$ cat config.mk
export PLATFORM = sky130hd
export DESIGN_NAME = pmcc_power_ctrl
export DESIGN_NICKNAME = d
export VERILOG_FILES = /design/src/logic/pmcc_pkg.sv /design/src/logic/pmcc_core_if.sv /design/src/logic/pmcc_idle_timer.sv /design/src/logic/pmcc_core_clk_switch.sv /design/src/logic/pmcc_power_ctrl.sv
export SDC_FILE = /design/constraint.sdc
export NUM_CORES = 1
export LEC_CHECK = 0
export ABC_CLOCK_PERIOD_IN_PS = 3120
export BUFFER_PORTS_ARGS = -buffer_cell sky130_fd_sc_hd__buf_2
export CAP_MARGIN = 10
export CELL_PAD_IN_SITES_DETAIL_PLACEMENT = 0
export CELL_PAD_IN_SITES_GLOBAL_PLACEMENT = 1
export CORE_UTILIZATION = 40
export CTS_BUF_LIST = sky130_fd_sc_hd__clkbuf_2 sky130_fd_sc_hd__clkbuf_4 sky130_fd_sc_hd__clkbuf_8
export DETAILED_ROUTE_END_ITERATION = 16
export PLACE_DENSITY_LB_ADDON = 0.1
export REMOVE_ABC_BUFFERS = 1
export SKIP_LAST_GASP = 1
export SYNTH_ARGS = -nofsm -noshare
export SYNTH_HDL_FRONTEND = slang
export SYNTH_HIERARCHICAL = 1
export SYNTH_SLANG_ARGS = --single-unit
$ cat constraint.sdc
create_clock -name mclk -period 3.12 [get_ports mclk]
set_clock_uncertainty 0.15 [all_clocks]
set_input_delay 0.312 -clock mclk [delete_from_list [all_inputs] [get_ports mclk]]
set_output_delay 0.312 -clock mclk [all_outputs]
set_load 0.05 [all_outputs]
$ cat src/logic/pmcc_pkg.sv
// Purpose: Shared constants for the power mode clock controller
// Assumes: 8-bit register port, 200 MHz mclk
// Notes: Offsets are word indices on the plain register port
package pmcc_pkg;
  localparam logic [1:0] PMCC_OFS_PMC = 2'h0;
  localparam logic [1:0] PMCC_OFS_PSAVE = 2'h1;
  localparam logic [1:0] PMCC_OFS_STAT = 2'h2;
  localparam logic [1:0] PMCC_OFS_OPT = 2'h3;
  localparam logic [7:0] PMCC_PMC_RST = 8'h40;
  localparam logic [7:0] PMCC_OPT_RST = 8'h01;
  localparam int PMCC_BIT_SLOW_ON = 7;
  localparam int PMCC_BIT_FAST_ON = 6;
  localparam int PMCC_BIT_DUAL = 5;
  localparam int PMCC_BIT_CORE = 4;
  localparam int PMCC_BIT_RSVD = 3;
  localparam int PMCC_BIT_HALT = 7;
  localparam int PMCC_BIT_IDLE = 6;
  localparam int PMCC_BIT_HALT_EN = 0;
  // Ordered legal upper nibbles
  localparam logic [3:0] PMCC_ST_HS = 4'h4;
  localparam logic [3:0] PMCC_ST_HS_DC = 4'hc;
  localparam logic [3:0] PMCC_ST_DC = 4'he;
  localparam logic [3:0] PMCC_ST_DC_LS = 4'hf;
  localparam logic [3:0] PMCC_ST_LS = 4'hb;
  localparam logic [2:0] PMCC_IDX_BAD = 3'h7;
  localparam logic [2:0] PMCC_WIN_MAX = 3'h4;
  localparam int PMCC_WIN_BASE_BIT = 12;
  localparam int PMCC_POWER_MODE_CONTROL_W = 17;
  localparam logic [8:0] PMCC_WAKE_LOAD = 9'h100;
  localparam logic [2:0] PMCC_INSTR_DIV = 3'h5;
  typedef enum logic [1:0] {PMCC_M_HS, PMCC_M_DC, PMCC_M_LS} pmcc_mode_t;
endpackage

$ cat src/logic/pmcc_core_if.sv
// Purpose: Carrier between controller, timer and core clock switch
// Assumes: All signals on mclk
// Notes: Ticks are one-cycle pulses
`timescale 1ns/10ps
interface pmcc_core_if;
  logic tmr_tick;
  logic core_tick;
  logic load_wake;
  logic wake_done;
  logic [2:0] win_sel;
  logic win_hit;
  logic want_slow;
  logic core_gate;
  logic en_fast;
  logic en_slow;
  modport ctl (output tmr_tick, core_tick, load_wake, win_sel, want_slow, core_gate,
    input wake_done, win_hit, en_fast, en_slow);
  modport tmr (input tmr_tick, core_tick, load_wake, win_sel, output wake_done, win_hit);
  modport csw (input core_tick, want_slow, core_gate, output en_fast, en_slow);
endinterface

$ cat src/logic/pmcc_idle_timer.sv
// Purpose: Free running idle timer, window tap and wake delay count
// Assumes: Ticks come from the controller
// Notes: Timer state after reset is not meaningful to software
`timescale 1ns/10ps
module pmcc_idle_timer
  import pmcc_pkg::*;
(
  // Clock and reset
  input wire logic mclk,
  input wire logic rst_n,
  // Controller link
  pmcc_core_if.tmr tif
);
  import pmcc_pkg::*;
  logic [PMCC_POWER_MODE_CONTROL_W-1:0] cnt_ff, nxt_cnt;
  logic [8:0] wake_ff, nxt_wake;
  logic hit_ff, nxt_hit;
  logic done_ff, nxt_done;
  logic [2:0] sel;
  logic [PMCC_POWER_MODE_CONTROL_W-1:0] inc;

  always_comb begin
    sel = (tif.win_sel > PMCC_WIN_MAX) ? PMCC_WIN_MAX : tif.win_sel;
    inc = cnt_ff + 1'b1;
    nxt_cnt = cnt_ff;
    nxt_hit = 1'b0;
    nxt_wake = wake_ff;
    nxt_done = 1'b0;
    // Keeps counting in idle so real time survives
    if (tif.tmr_tick) begin
      nxt_cnt = inc;
      // Either edge of the tap bit closes a window
      nxt_hit = cnt_ff[PMCC_WIN_BASE_BIT + sel] ^ inc[PMCC_WIN_BASE_BIT + sel];
    end
    if (tif.load_wake) begin
      nxt_wake = PMCC_WAKE_LOAD;
    end else if (tif.core_tick && wake_ff != 9'h000) begin
      nxt_wake = wake_ff - 9'h001;
      nxt_done = (wake_ff == 9'h001);
    end
  end

  always_ff @(posedge mclk or negedge rst_n) begin
    if (!rst_n) begin
      cnt_ff <= '0;
      hit_ff <= 1'b0;
      wake_ff <= 9'h000;
      done_ff <= 1'b0;
    end else begin
      cnt_ff <= nxt_cnt;
      hit_ff <= nxt_hit;
      wake_ff <= nxt_wake;
      done_ff <= nxt_done;
    end
  end

  assign tif.win_hit = hit_ff;
  assign tif.wake_done = done_ff;
endmodule

$ cat src/logic/pmcc_core_clk_switch.sv
// Purpose: Break-before-make switch of the core clock source
// Assumes: Changes happen only on core ticks
// Notes: One dead tick between sources trades a little latency for no runt pulse
`timescale 1ns/10ps
module pmcc_core_clk_switch
  import pmcc_pkg::*;
(
  // Clock and reset
  input wire logic mclk,
  input wire logic rst_n,
  // Controller link
  pmcc_core_if.csw cif
);
  import pmcc_pkg::*;
  typedef enum logic [1:0] {PMCC_CS_FAST, PMCC_CS_GAP, PMCC_CS_SLOW} pmcc_cs_t;
  pmcc_cs_t cs_ff, nxt_cs;
  logic ef_ff, nxt_ef;
  logic es_ff, nxt_es;

  always_comb begin
    nxt_cs = cs_ff;
    if (cif.core_tick) begin
      unique case (cs_ff)
        PMCC_CS_FAST: if (cif.want_slow) nxt_cs = PMCC_CS_GAP;
        PMCC_CS_SLOW: if (!cif.want_slow) nxt_cs = PMCC_CS_GAP;
        PMCC_CS_GAP: nxt_cs = cif.want_slow ? PMCC_CS_SLOW : PMCC_CS_FAST;
      endcase
    end
    nxt_ef = (nxt_cs == PMCC_CS_FAST) && cif.core_gate;
    nxt_es = (nxt_cs == PMCC_CS_SLOW) && cif.core_gate;
  end

  always_ff @(posedge mclk or negedge rst_n) begin
    if (!rst_n) begin
      cs_ff <= PMCC_CS_FAST;
      ef_ff <= 1'b0;
      es_ff <= 1'b0;
    end else begin
      cs_ff <= nxt_cs;
      ef_ff <= nxt_ef;
      es_ff <= nxt_es;
    end
  end

  assign cif.en_fast = ef_ff;
  assign cif.en_slow = es_ff;
endmodule

$ cat src/logic/pmcc_power_ctrl.sv
// Purpose: Power mode and clock mode controller with halt and idle sequencing
// Assumes: Slow oscillator arrives as a pin; wake events come from the wake-up block
// Notes: Register reads return data one cycle after the read strobe
// Functional notes
// - Three operating modes, each with halt and idle power-save states.
// - One option bit decides whether halt may be entered.
// - Idle stops execution; oscillator, idle timer and monitor keep running.
// - Halt and idle keep all state except the idle timer.
// - Reset loads the power mode control register with 40 hex.
// - Bit 7 turns the slow oscillator on or off.
// - Bit 6 turns the fast oscillator on or off.
// - Bit 5 picks the idle timer clock: fast at 0, slow at 1.
// - Bit 4 picks the core clock: fast at 0, slow at 1.
// - Bits 5 and 4 encode high speed, dual clock and low speed.
// - Bit 5 low with bit 4 high forces low speed.
// - Bits 2 to 0 select the idle timer window.
// - Upper nibble takes only the five ordered legal states.
// - A write jumping beyond a neighbouring state is ignored.
// - Every reset enters high speed mode.
// - Low speed cannot go straight to high speed.
// - High speed halt stops clocks and the fast oscillator pin.
// - Halt bit set halts in the middle of the next instruction cycle.
// - Halt ends on reset pin low or a wake-up event.
// - Idle bit set enters the idle state.
// - Reset exit from halt restarts execution at address zero.
// - Wake exit waits 256 instruction cycles before clocks return.
`timescale 1ns/10ps
module pmcc_power_ctrl
  import pmcc_pkg::*;
(
  // Clock and reset
  input wire logic mclk,
  input wire logic rst_n,
  // Register port
  input wire logic [1:0] reg_addr,
  input wire logic [7:0] reg_wdata,
  input wire logic reg_wr,
  input wire logic reg_rd,
  output logic [7:0] reg_rdata,
  // Oscillators and wake-up
  input wire logic slow_osc_pin,
  input wire logic multi_input_wakeup,
  output logic slow_osc_on,
  output logic fast_osc_on,
  output logic main_osc_input_stop,
  // Core and idle timer clocking
  output logic core_clk_en_fast,
  output logic core_clk_en_slow,
  output logic idle_timer_clk_slow,
  output logic cpu_run,
  output logic cpu_restart_zero,
  output logic halted,
  output logic idling,
  output pmcc_pkg::pmcc_mode_t mode
);
  import pmcc_pkg::*;
  typedef enum logic [2:0] {
    PMCC_S_RUN, PMCC_S_HALT_PEND, PMCC_S_HALT, PMCC_S_WAKE, PMCC_S_IDLE
  } pmcc_state_t;

  // Shared wires to the two helper modules
  pmcc_core_if u_if();

  // Slow oscillator pin synchroniser
  logic s1_ff, s2_ff, s3_ff, lvl_ff, stick_ff;
  logic nxt_lvl, nxt_stick;

  // A level counts only once the last two flops agree, so one bad sample is lost
  always_comb begin
    nxt_lvl = lvl_ff;
    if (s2_ff == s3_ff) begin
      nxt_lvl = s3_ff;
    end
    nxt_stick = nxt_lvl & ~lvl_ff & slow_osc_on;
  end

  always_ff @(posedge mclk or negedge rst_n) begin
    if (!rst_n) begin
      s1_ff <= 1'b0;
      s2_ff <= 1'b0;
      s3_ff <= 1'b0;
      lvl_ff <= 1'b0;
      stick_ff <= 1'b0;
    end else begin
      s1_ff <= slow_osc_pin;
      s2_ff <= s1_ff;
      s3_ff <= s2_ff;
      lvl_ff <= nxt_lvl;
      stick_ff <= nxt_stick;
    end
  end

  // Fast instruction tick, only while the fast oscillator runs
  logic [2:0] div_ff, nxt_div;
  logic ftick_ff, nxt_ftick;

  always_comb begin
    nxt_div = div_ff;
    nxt_ftick = 1'b0;
    // Divider holds while the fast oscillator is stopped
    if (fast_osc_on) begin
      nxt_div = (div_ff == PMCC_INSTR_DIV - 3'h1) ? 3'h0 : div_ff + 3'h1;
      nxt_ftick = (div_ff == PMCC_INSTR_DIV - 3'h1);
    end
  end

  always_ff @(posedge mclk or negedge rst_n) begin
    if (!rst_n) begin
      div_ff <= 3'h0;
      ftick_ff <= 1'b0;
    end else begin
      div_ff <= nxt_div;
      ftick_ff <= nxt_ftick;
    end
  end

  // Sequence position of an upper nibble, or illegal
  function automatic logic [2:0] pmcc_seq_idx(input logic [3:0] n);
    logic [2:0] idx;
    idx = PMCC_IDX_BAD;
    case (n)
      PMCC_ST_HS: idx = 3'h0;
      PMCC_ST_HS_DC: idx = 3'h1;
      PMCC_ST_DC: idx = 3'h2;
      PMCC_ST_DC_LS: idx = 3'h3;
      PMCC_ST_LS: idx = 3'h4;
      default: idx = PMCC_IDX_BAD;
    endcase
    return idx;
  endfunction

  // Register file
  logic [7:0] pmc_ff, nxt_pmc;
  logic opt_ff, nxt_opt;
  logic [7:0] rdata_ff, nxt_rdata;
  logic halt_req, idle_req;
  logic [2:0] cur_idx, new_idx;
  logic step_ok;
  logic [7:0] wr_pmc;
  logic [7:0] stat;
  pmcc_state_t st_ff, nxt_st;

  always_comb begin
    nxt_pmc = pmc_ff;
    nxt_opt = opt_ff;
    halt_req = 1'b0;
    idle_req = 1'b0;
    wr_pmc = reg_wdata;
    // Reserved bit never stored, whatever software writes
    wr_pmc[PMCC_BIT_RSVD] = 1'b0;
    cur_idx = pmcc_seq_idx(pmc_ff[7:4]);
    new_idx = pmcc_seq_idx(wr_pmc[7:4]);
    // Same or adjacent legal state only; blocks low speed to high speed
    step_ok = (new_idx != PMCC_IDX_BAD) &&
              (new_idx == cur_idx || new_idx == cur_idx + 3'h1 ||
               new_idx + 3'h1 == cur_idx);
    if (reg_wr) begin
      unique case (reg_addr)
        PMCC_OFS_PMC: begin
          if (step_ok) begin
            nxt_pmc = wr_pmc;
          end else begin
            // Refused write leaves every bit as it was, window field too
            nxt_pmc = pmc_ff;
          end
        end
        PMCC_OFS_PSAVE: begin
          // Halt wins over idle when both are asked for and the option bit allows halt
          halt_req = reg_wdata[PMCC_BIT_HALT] & opt_ff;
          idle_req = reg_wdata[PMCC_BIT_IDLE];
        end
        // Option bit 0 gates halt entry
        PMCC_OFS_OPT: nxt_opt = reg_wdata[PMCC_BIT_HALT_EN];
        PMCC_OFS_STAT: nxt_opt = opt_ff;
      endcase
    end
  end

  always_comb begin
    // Status word; bit 5 shows the synchronised slow pin
    stat = 8'h00;
    stat[0] = (st_ff == PMCC_S_HALT);
    stat[1] = (st_ff == PMCC_S_IDLE);
    stat[2] = (st_ff == PMCC_S_WAKE);
    stat[3] = u_if.en_fast;
    stat[4] = u_if.en_slow;
    stat[5] = lvl_ff;
    stat[7:6] = mode;
    // Read data are zero outside the cycle after a read
    nxt_rdata = 8'h00;
    if (reg_rd) begin
      unique case (reg_addr)
        PMCC_OFS_PMC: nxt_rdata = pmc_ff;
        PMCC_OFS_PSAVE: nxt_rdata = {stat[0], stat[1], 6'h00};
        PMCC_OFS_STAT: nxt_rdata = stat;
        PMCC_OFS_OPT: nxt_rdata = {7'h00, opt_ff};
      endcase
    end
  end

  always_ff @(posedge mclk or negedge rst_n) begin
    if (!rst_n) begin
      pmc_ff <= PMCC_PMC_RST;
      opt_ff <= PMCC_OPT_RST[PMCC_BIT_HALT_EN];
      rdata_ff <= 8'h00;
    end else begin
      pmc_ff <= nxt_pmc;
      opt_ff <= nxt_opt;
      rdata_ff <= nxt_rdata;
    end
  end

  // Mode decode; the invalid pair falls to low speed
  pmcc_mode_t mode_d;
  always_comb begin
    unique case (pmc_ff[PMCC_BIT_DUAL -: 2])
      2'b00: mode_d = PMCC_M_HS;
      2'b10: mode_d = PMCC_M_DC;
      2'b11: mode_d = PMCC_M_LS;
      2'b01: mode_d = PMCC_M_LS;
    endcase
  end

  // Power-save sequencing; execution stops but no state is touched
  logic boot_ff, nxt_boot;
  logic run_ff, nxt_run;
  logic restart_ff, nxt_restart;
  logic fon_ff, nxt_fon;
  logic son_ff, nxt_son;
  logic stop_ff, nxt_stop;
  logic itslow_ff, nxt_itslow;
  logic halted_ff, nxt_halted;
  logic idling_ff, nxt_idling;
  pmcc_mode_t mode_ff;
  logic load_wake;

  always_comb begin
    nxt_st = st_ff;
    load_wake = 1'b0;
    // Boot flag marks the first edge out of reset for the restart pulse
    nxt_boot = 1'b1;
    nxt_restart = ~boot_ff;
    unique case (st_ff)
      PMCC_S_RUN: begin
        if (halt_req) begin
          nxt_st = PMCC_S_HALT_PEND;
        end else if (idle_req) begin
          nxt_st = PMCC_S_IDLE;
        end
      end
      // Stops mid way into the next instruction cycle
      PMCC_S_HALT_PEND: if (u_if.core_tick) nxt_st = PMCC_S_HALT;
      PMCC_S_HALT: begin
        if (multi_input_wakeup) begin
          // Wake counter restarts from full on every wake exit
          nxt_st = PMCC_S_WAKE;
          load_wake = 1'b1;
        end
      end
      // Clocks return only after the full count, so the oscillator can settle
      PMCC_S_WAKE: if (u_if.wake_done) nxt_st = PMCC_S_RUN;
      PMCC_S_IDLE: begin
        // Window hit or wake event, whichever comes first
        if (u_if.win_hit || multi_input_wakeup) nxt_st = PMCC_S_RUN;
      end
    endcase
    nxt_run = boot_ff && (nxt_st == PMCC_S_RUN || nxt_st == PMCC_S_HALT_PEND);
    nxt_son = pmc_ff[PMCC_BIT_SLOW_ON];
    // Fast oscillator pin held still in high speed halt
    nxt_stop = (nxt_st == PMCC_S_HALT) && (mode_d == PMCC_M_HS);
    nxt_fon = pmc_ff[PMCC_BIT_FAST_ON] && !nxt_stop;
    nxt_itslow = pmc_ff[PMCC_BIT_DUAL];
    // The wake delay still counts as halted to the core
    nxt_halted = (nxt_st == PMCC_S_HALT) || (nxt_st == PMCC_S_WAKE);
    nxt_idling = (nxt_st == PMCC_S_IDLE);
  end

  always_ff @(posedge mclk or negedge rst_n) begin
    if (!rst_n) begin
      st_ff <= PMCC_S_RUN;
      boot_ff <= 1'b0;
      run_ff <= 1'b0;
      restart_ff <= 1'b0;
      fon_ff <= PMCC_PMC_RST[PMCC_BIT_FAST_ON];
      son_ff <= PMCC_PMC_RST[PMCC_BIT_SLOW_ON];
      stop_ff <= 1'b0;
      itslow_ff <= PMCC_PMC_RST[PMCC_BIT_DUAL];
      halted_ff <= 1'b0;
      idling_ff <= 1'b0;
      mode_ff <= PMCC_M_HS;
    end else begin
      st_ff <= nxt_st;
      boot_ff <= nxt_boot;
      run_ff <= nxt_run;
      restart_ff <= nxt_restart;
      fon_ff <= nxt_fon;
      son_ff <= nxt_son;
      stop_ff <= nxt_stop;
      itslow_ff <= nxt_itslow;
      halted_ff <= nxt_halted;
      idling_ff <= nxt_idling;
      mode_ff <= mode_d;
    end
  end

  // Links to the timer and the core clock switch
  assign u_if.tmr_tick = itslow_ff ? stick_ff : ftick_ff;
  // Tick source follows the select bit at once; the switch supplies the gap
  assign u_if.core_tick = pmc_ff[PMCC_BIT_CORE] ? stick_ff : ftick_ff;
  assign u_if.load_wake = load_wake;
  assign u_if.win_sel = pmc_ff[2:0];
  assign u_if.want_slow = (mode_d == PMCC_M_LS);
  assign u_if.core_gate = run_ff;

  pmcc_idle_timer u_tmr (
    .mclk(mclk),
    .rst_n(rst_n),
    .tif(u_if.tmr)
  );

  pmcc_core_clk_switch u_csw (
    .mclk(mclk),
    .rst_n(rst_n),
    .cif(u_if.csw)
  );

  assign reg_rdata = rdata_ff;
  assign slow_osc_on = son_ff;
  assign fast_osc_on = fon_ff;
  assign main_osc_input_stop = stop_ff;
  assign core_clk_en_fast = u_if.en_fast;
  assign core_clk_en_slow = u_if.en_slow;
  assign idle_timer_clk_slow = itslow_ff;
  assign cpu_run = run_ff;
  assign cpu_restart_zero = restart_ff;
  assign halted = halted_ff;
  assign idling = idling_ff;
  assign mode = mode_ff;
endmodule

==> results of run 1 <==
cell usage after synthesis, drive strengths merged, types with 7 or more instances:
master and count:
o21ai 16, nor2 17, mux2 11, dfrtp 67, a21oi 7, nand4 10
xor2 11, ha 10, inv 14, xnor2 23, nand3 17, nand2b 8
nand2 18, mux2i 7, nor4 7
flip-flops by register name, indices dropped and copies added (netlist names), 2 cells and up:
signal and flops:
u_tmr/cnt_ff 16, u_tmr/wake_ff 9, reg_rdata 8, pmc_ff 7
div_ff 3, st_ff 3, mode 2, u_csw/cs_ff 2
cells by family (layout without fill, tap and decap cells):
group / after synthesis / count (layout)
AOI/OAI and AO/OA: 41 / 41
xor gates and xnor gates: 35 / 35
muxes: 19 / 19
buffers and inverters: 23 / 70
other: 1 / 1
DFF: 70 / 70
adders and majority gates: 11 / 11
and+or+nand+nor: 110 / 110
path summary, 6_finish.rpt:
path                         startpoint              end  slack [ps]  cells after the start
max reg2reg                   pmc_ff[6]        pmc_ff[1]         510                      7
min                        reg_wdata[2]        pmc_ff[2]          60                      2
max in group asynchronous         rst_n  u_tmr/cnt_ff[7]        1790                      3
max                           pmc_ff[6]        pmc_ff[1]         510                      7
min reg2reg                       s1_ff            s2_ff         210                      0
min in group asynchronous         rst_n     reg_rdata[4]         260                      2
layout make-up:
cell class	count	area [sq um]
fill	796	4320
sequential	70	1760
multi-input combinational	217	1650
timing repair buffer	40	220
clock buffer	10	131
tap	105	131
clock inverter	6	86.3
inverter	14	52.6
placed cells by master (no fill, tap or decap), drive strengths merged, types with 2 or more instances in the layout:
| cell type | instances |
|---|---|
| and3b | 2 |
| nand2b | 8 |
| ha | 10 |
| nor3 | 5 |
| nand4 | 10 |
| nand3 | 17 |
| nand2 | 18 |
| and4b | 2 |
| buf | 38 |
| xnor2 | 23 |
| a21oi | 7 |
| o211ai | 3 |
| nor4 | 7 |
| dfrtp | 67 |
| dlygate4sd3 | 2 |
| mux2i | 7 |
| nor3b | 2 |
| a31oi | 3 |
| nand3b | 3 |
| or3 | 3 |
| inv | 14 |
| bufinv | 2 |
| and2 | 6 |
| dfstp | 3 |
| clkbuf | 10 |
| clkinv | 3 |
| nor2 | 17 |
| xor2 | 11 |
| a22oi | 2 |
| nor2b | 4 |
| and3 | 2 |
| mux2 | 11 |
| o21ai | 16 |
report_power, final:
part / switching, mW / total [mW] / internal (mW)
Clock: 0.339 / 0.797 / 0.458
Combinational: 0.680 / 1.17 / 0.494
Sequential: 0.246 / 1.40 / 1.16
Total: 1.27 / 3.37 / 2.11
worst register-to-register path, stage by stage, from the launching register on:
cell and delay (ps):
dfstp_2 630, nor2b_1 70, a22oi_1 360, ha_1 320
xnor2_1 150, nand3_1 130, a31oi_4 360, mux2_4 330
routing by layer:
| layer | vias to the layer above | track usage [%] |
|---|---|---|
| li1 | 1179 | - |
| met1 | 1166 | 23.3 |
| met2 | 35 | 25.1 |
| met3 | 6 | 4.11 |
| met4 | 0 | 5.22 |
| met5 | - | 0 |
through the flow:
step / hold slack [ps] / area, sq um / instances / util [%]
finish: 55.7 / 4020 / 462 / 48.2
global route: 43.6 / 4020 / 462 / 48.2
CTS: 42.9 / 4020 / 462 / 48.2
detailed placement: 95.0 / 3790 / 444 / 45.4
global placement: 81.6 / 3790 / 444 / 45.4
floorplan: -134 / 3450 / 301 / -
==> results.toml, run 1 <==
[detailed_routing]
viasPerCell = 5.16
drt_iter0_markers = 94
vias = 2386
wl_met1_um = 3430
top_layer = "met4"
firstDrtPassIters = 4
wl_per_cell_um = 14.8
wl_um = 6830
wl_met3_um = 207
drtAntennaViolNets = 0
drc = 0
met2_wirelength_um = 3130

[setup_path]
cp_data_required_time_ps = 3190
critPathMaxStageDelay_ps = 630
slowest_stage = "dfstp_2"
critPathBufInv = 0
start_kind = "register"
cp_cell_sequence = "nor2b_1, a22oi_1, ha_1, xnor2_1, nand3_1, a31oi_4, mux2_4"
cp_max_fo = 8
crit_path_end_kind = "register"
path_class = "reg -> reg"
critPathArrivalTime_ps = 2680
cp_top_family = "compound AO/OA/AOI/OAI gates"

[clocking]
cts.sinks = 70
cts_setup_buffers = 0
holdBufCountCts = 2
cts_root_buf = "clkbuf_8"
clk_latency_ps = 340
ctsResizeCount = 0
h-tree-depth = 3
cts_tree = "done"
cts_buffer_depth = 2
cts_made_buffers = 9
clk_pin_slew_ps = 70

[synth]
yosys_most_used_dff = "dfrtp_1"
synth_compound_gate_area_share_pct = 8.19
synth-simple-area-share_pct = 18.7
yosys_warnings = 6
synth_top_family_by_area = "simple AND/OR/NAND/NOR gates"
postSynthCellCount = 310
synthTopCellsByArea = "dfrtp_1, xnor2_1, ha_1"
synthMuxAreaShare_pct = 6.91
synthXorXnorAreaFrac_pct = 9.12
ys_ff_latch = 70
synth_top_area_share_pct = 47.7
synth.largest_area_cell = "dfrtp_1"
syn_area_sq_um = 3510
synth.distinct_cells = 61
ys_seq_area_share_pct = 50.0
synth-edff-count = 0
yosys.area_share.adder_pct = 3.85
syn_avg_cell_area_sq_um = 11.3
async_flop_share_pct = 100

[placement]
dp_hpwl_um = 4880
place_ws_ps = 226
numPortBuffers = 34
place_congestion = 0.780

[die]
die-area_sq_um = 9160
io-pin-count = 36
die_height_um = 95.7
initial_core_util_pct = 42.1
fp.dieW_um = 95.7
rows = 33
core_sq_um = 8340

[timing]
period_share_pct = 83.8
slew_violations = 0
setup_viol = 0
setup_tns_ps = 0
timing.fmax_ghz = 0.382
setup_ws_ps = 505
hold_violations = 0
period_needed_ps = 2610
rsz0062_at_grt = "no"

[global_route]
antenna_found_initial = 0
grt_pass1_wl_um = 11300
grt-ovfl-total = 0
grt_pass1_vias = 2311
grt_start_max_net_pins = 34
grt_usage_pct = 16.5

[power]
power.density_nw_per_um2 = 838
ir_drop_uv = 372
leakage_nw = 1.84
p_total_mw = 3.37

[run_status]
status = "complete, no violations"

[cells_and_area]
diodes = 0
nNetsFinal = 378
layout-drive-gt1-share_pct = 23.0
area_growth_pct = 14.5

[run]
cap_violations = 0

[worst_hold_path]
hold_path_class = "in -> reg"
Note: power is estimated with default switching activity, not from simulation.
==> run 2: changes to the inputs <==
ABC_CLOCK_PERIOD_IN_PS = 2150   (was 3120)
clock period = 2.15 ns   (was 3.12 ns; I/O delays follow)
==> run 2 against run 1 <==
The flow now finishes with violations (setup timing). Sequential power is 44% higher. Design area up 6.9%. Sequential share of layout area fell by 2.8 points. Hold slack improved by 27 ps. Maximum frequency grew 13%. Flip-flop and latch count did not move. Die area unchanged. Non-clock buffer count up 31. Critical path depth increased by 1. Clock power rose by 19%. Combinational power increased by 75%. Cell count is 6.7% higher. Critical endpoint unchanged.
==> results.toml, run 2 (synthesis gave the netlist of run 1 again) <==
[run_status]
status = "finished, violations left"
violations = "setup timing"

[placement]
numPortBuffers = 34
place_ws_ps = -515
placed_cells = 470
place_congestion = 0.764
dpl_cell_area_sq_um = 4010
dp_hpwl_um = 4920

[clocking]
h-tree-depth = 3
cts_tree = "done"
cts_root_buf = "clkbuf_8"
clk_latency_ps = 350
clk_pin_slew_ps = 70
cts_buffer_depth = 2
cts.sinks = 70
cts_made_buffers = 9

[cells_and_area]
regArea_sq_um = 1760
layout-drive-gt1-share_pct = 30.4
fillers = 796
final_cell_mix = "dfrtp_1, buf_2, buf_4"
largest_reg_flops = 16
final_area_sq_um = 4300
final_common_cell = "dfrtp_1"
nNetsFinal = 409
finalNonFillerCells = 493
post-route-util_pct = 51.6
multi_input_area_sq_um = 1700
area_growth_pct = 22.5
diodes = 0
regMostFlops = "u_tmr/cnt_ff"

[setup_path]
path_class = "reg -> reg"
rr_startpoint = "pmc_ff[6]"
crit_path_end_kind = "register"
start_kind = "register"
reg2regPathDepth = 8
ff2ff_setup_slack_ps = -160
cp_max_fo = 7
cp_data_required_time_ps = 2230
critPathArrivalTime_ps = 2390
r2r_end = "pmc_ff[1]"

[die]
die_height_um = 95.7
rows = 33
die-area_sq_um = 9160
initial_core_util_pct = 42.1
fp.dieW_um = 95.7
core_sq_um = 8340
io-pin-count = 36

[global_route]
antenna_found_initial = 0
grt_start_max_net_pins = 71
grt-ovfl-total = 0
grt_usage_pct = 16.8
grt_pass1_vias = 2444
grt_pass1_wl_um = 11500

[timing]
period_needed_ps = 2310
slew_violations = 0
period_share_pct = 107
hold_violations = 0
setup_tns_ps = -1020
setup_viol = 7
rsz0062_at_grt = "yes"
timing.fmax_ghz = 0.434
holdWs_ps = 83.0
setup_ws_ps = -156

[run]
cap_violations = 0

[detailed_routing]
drc = 0
viasPerCell = 5.08
firstDrtPassIters = 4
wl_um = 6790
wl_per_cell_um = 13.8
vias = 2503
drtAntennaViolNets = 0
drt_iter0_markers = 96

[power]
leakage_nw = 1.98
ir_drop_uv = 587
p_total_mw = 5.01
power.density_nw_per_um2 = 1170

[worst_hold_path]
hold_path_class = "in -> reg"
hold_depth = 3
whs_endpoint = "pmc_ff[4]"
hp-start = "reg_wdata[4]"
-- run 2: cell types whose count changed in the layout (fill, tap and decap cells not counted), moves of 2 or more --
| cell | delta |
|---|---|
| nand3_2 | +2 |
| bufinv_16 | -2 |
| nand3_1 | -2 |
| clkinvlp_4 | +2 |
| buf_12 | +2 |
| buf_4 | +24 |
| dlygate4sd3_1 | +4 |
-- run 2: timing repair --
item	CTS	global route
endpoints found under the setup margin	7	14
hold buffers	6	0
pin swaps	4	2
endpoints found under the hold margin	75	0
gates resized for setup	6	7
setup buffers	0	1
cloned	0	0
-- run 2: final cells by class --
class	count	share of cell area (%)
Clock buffer	10	3.20
Sequential cell	70	40.8
Timing Repair Buffer	71	11.4
Multi-Input combinational cell	217	39.4
Inverter	14	1.22
Clock inverter	6	0.872
Tap cell	105	3.05
-- run 2: worst max-delay path by stage --
stage,start,end,slack [ps],cells past startpoint
5_1_grt,pmc_ff[6],pmc_ff[1],-240,7
2_1_floorplan,reg_wdata[4],pmc_ff[4],-370,8
4_1_cts,pmc_ff[6],pmc_ff[1],-200,8
3_5_place_dp,reg_wdata[4],pmc_ff[1],-520,10
6_report,pmc_ff[6],pmc_ff[1],-160,8
3_3_place_gp,reg_wdata[4],pmc_ff[1],-470,10
-- run 2: metal layers --
layer  wire length, um  part of all wire [%]  vias to the layer above  GRT usage [%]
met5                 0                     0                        -              0
met4               118                   1.7                        0           7.46
met3               228                   3.4                       10           3.87
met2              3100                    46                       40           25.1
met1              3340                    49                     1212           23.3
li1                  -                     -                     1241              -
-- run 2: power breakdown --
group | internal (mW) | switching (mW) | leakage (nW)
Clock | 0.443 | 0.503 | 0.0841
Combinational | 0.954 | 1.09 | 1.00
Sequential | 1.68 | 0.345 | 0.899
Total | 3.07 | 1.94 | 1.98
-- run 2: worst max-delay path, stage by stage, from the launching register on --
cell and delay [ps]:
dfstp_2 560, buf_4 130, a22oi_2 80, buf_4 150, xor2_1 130, or3_4 340
a31oi_4 210, buf_12 150, mux2_4 300
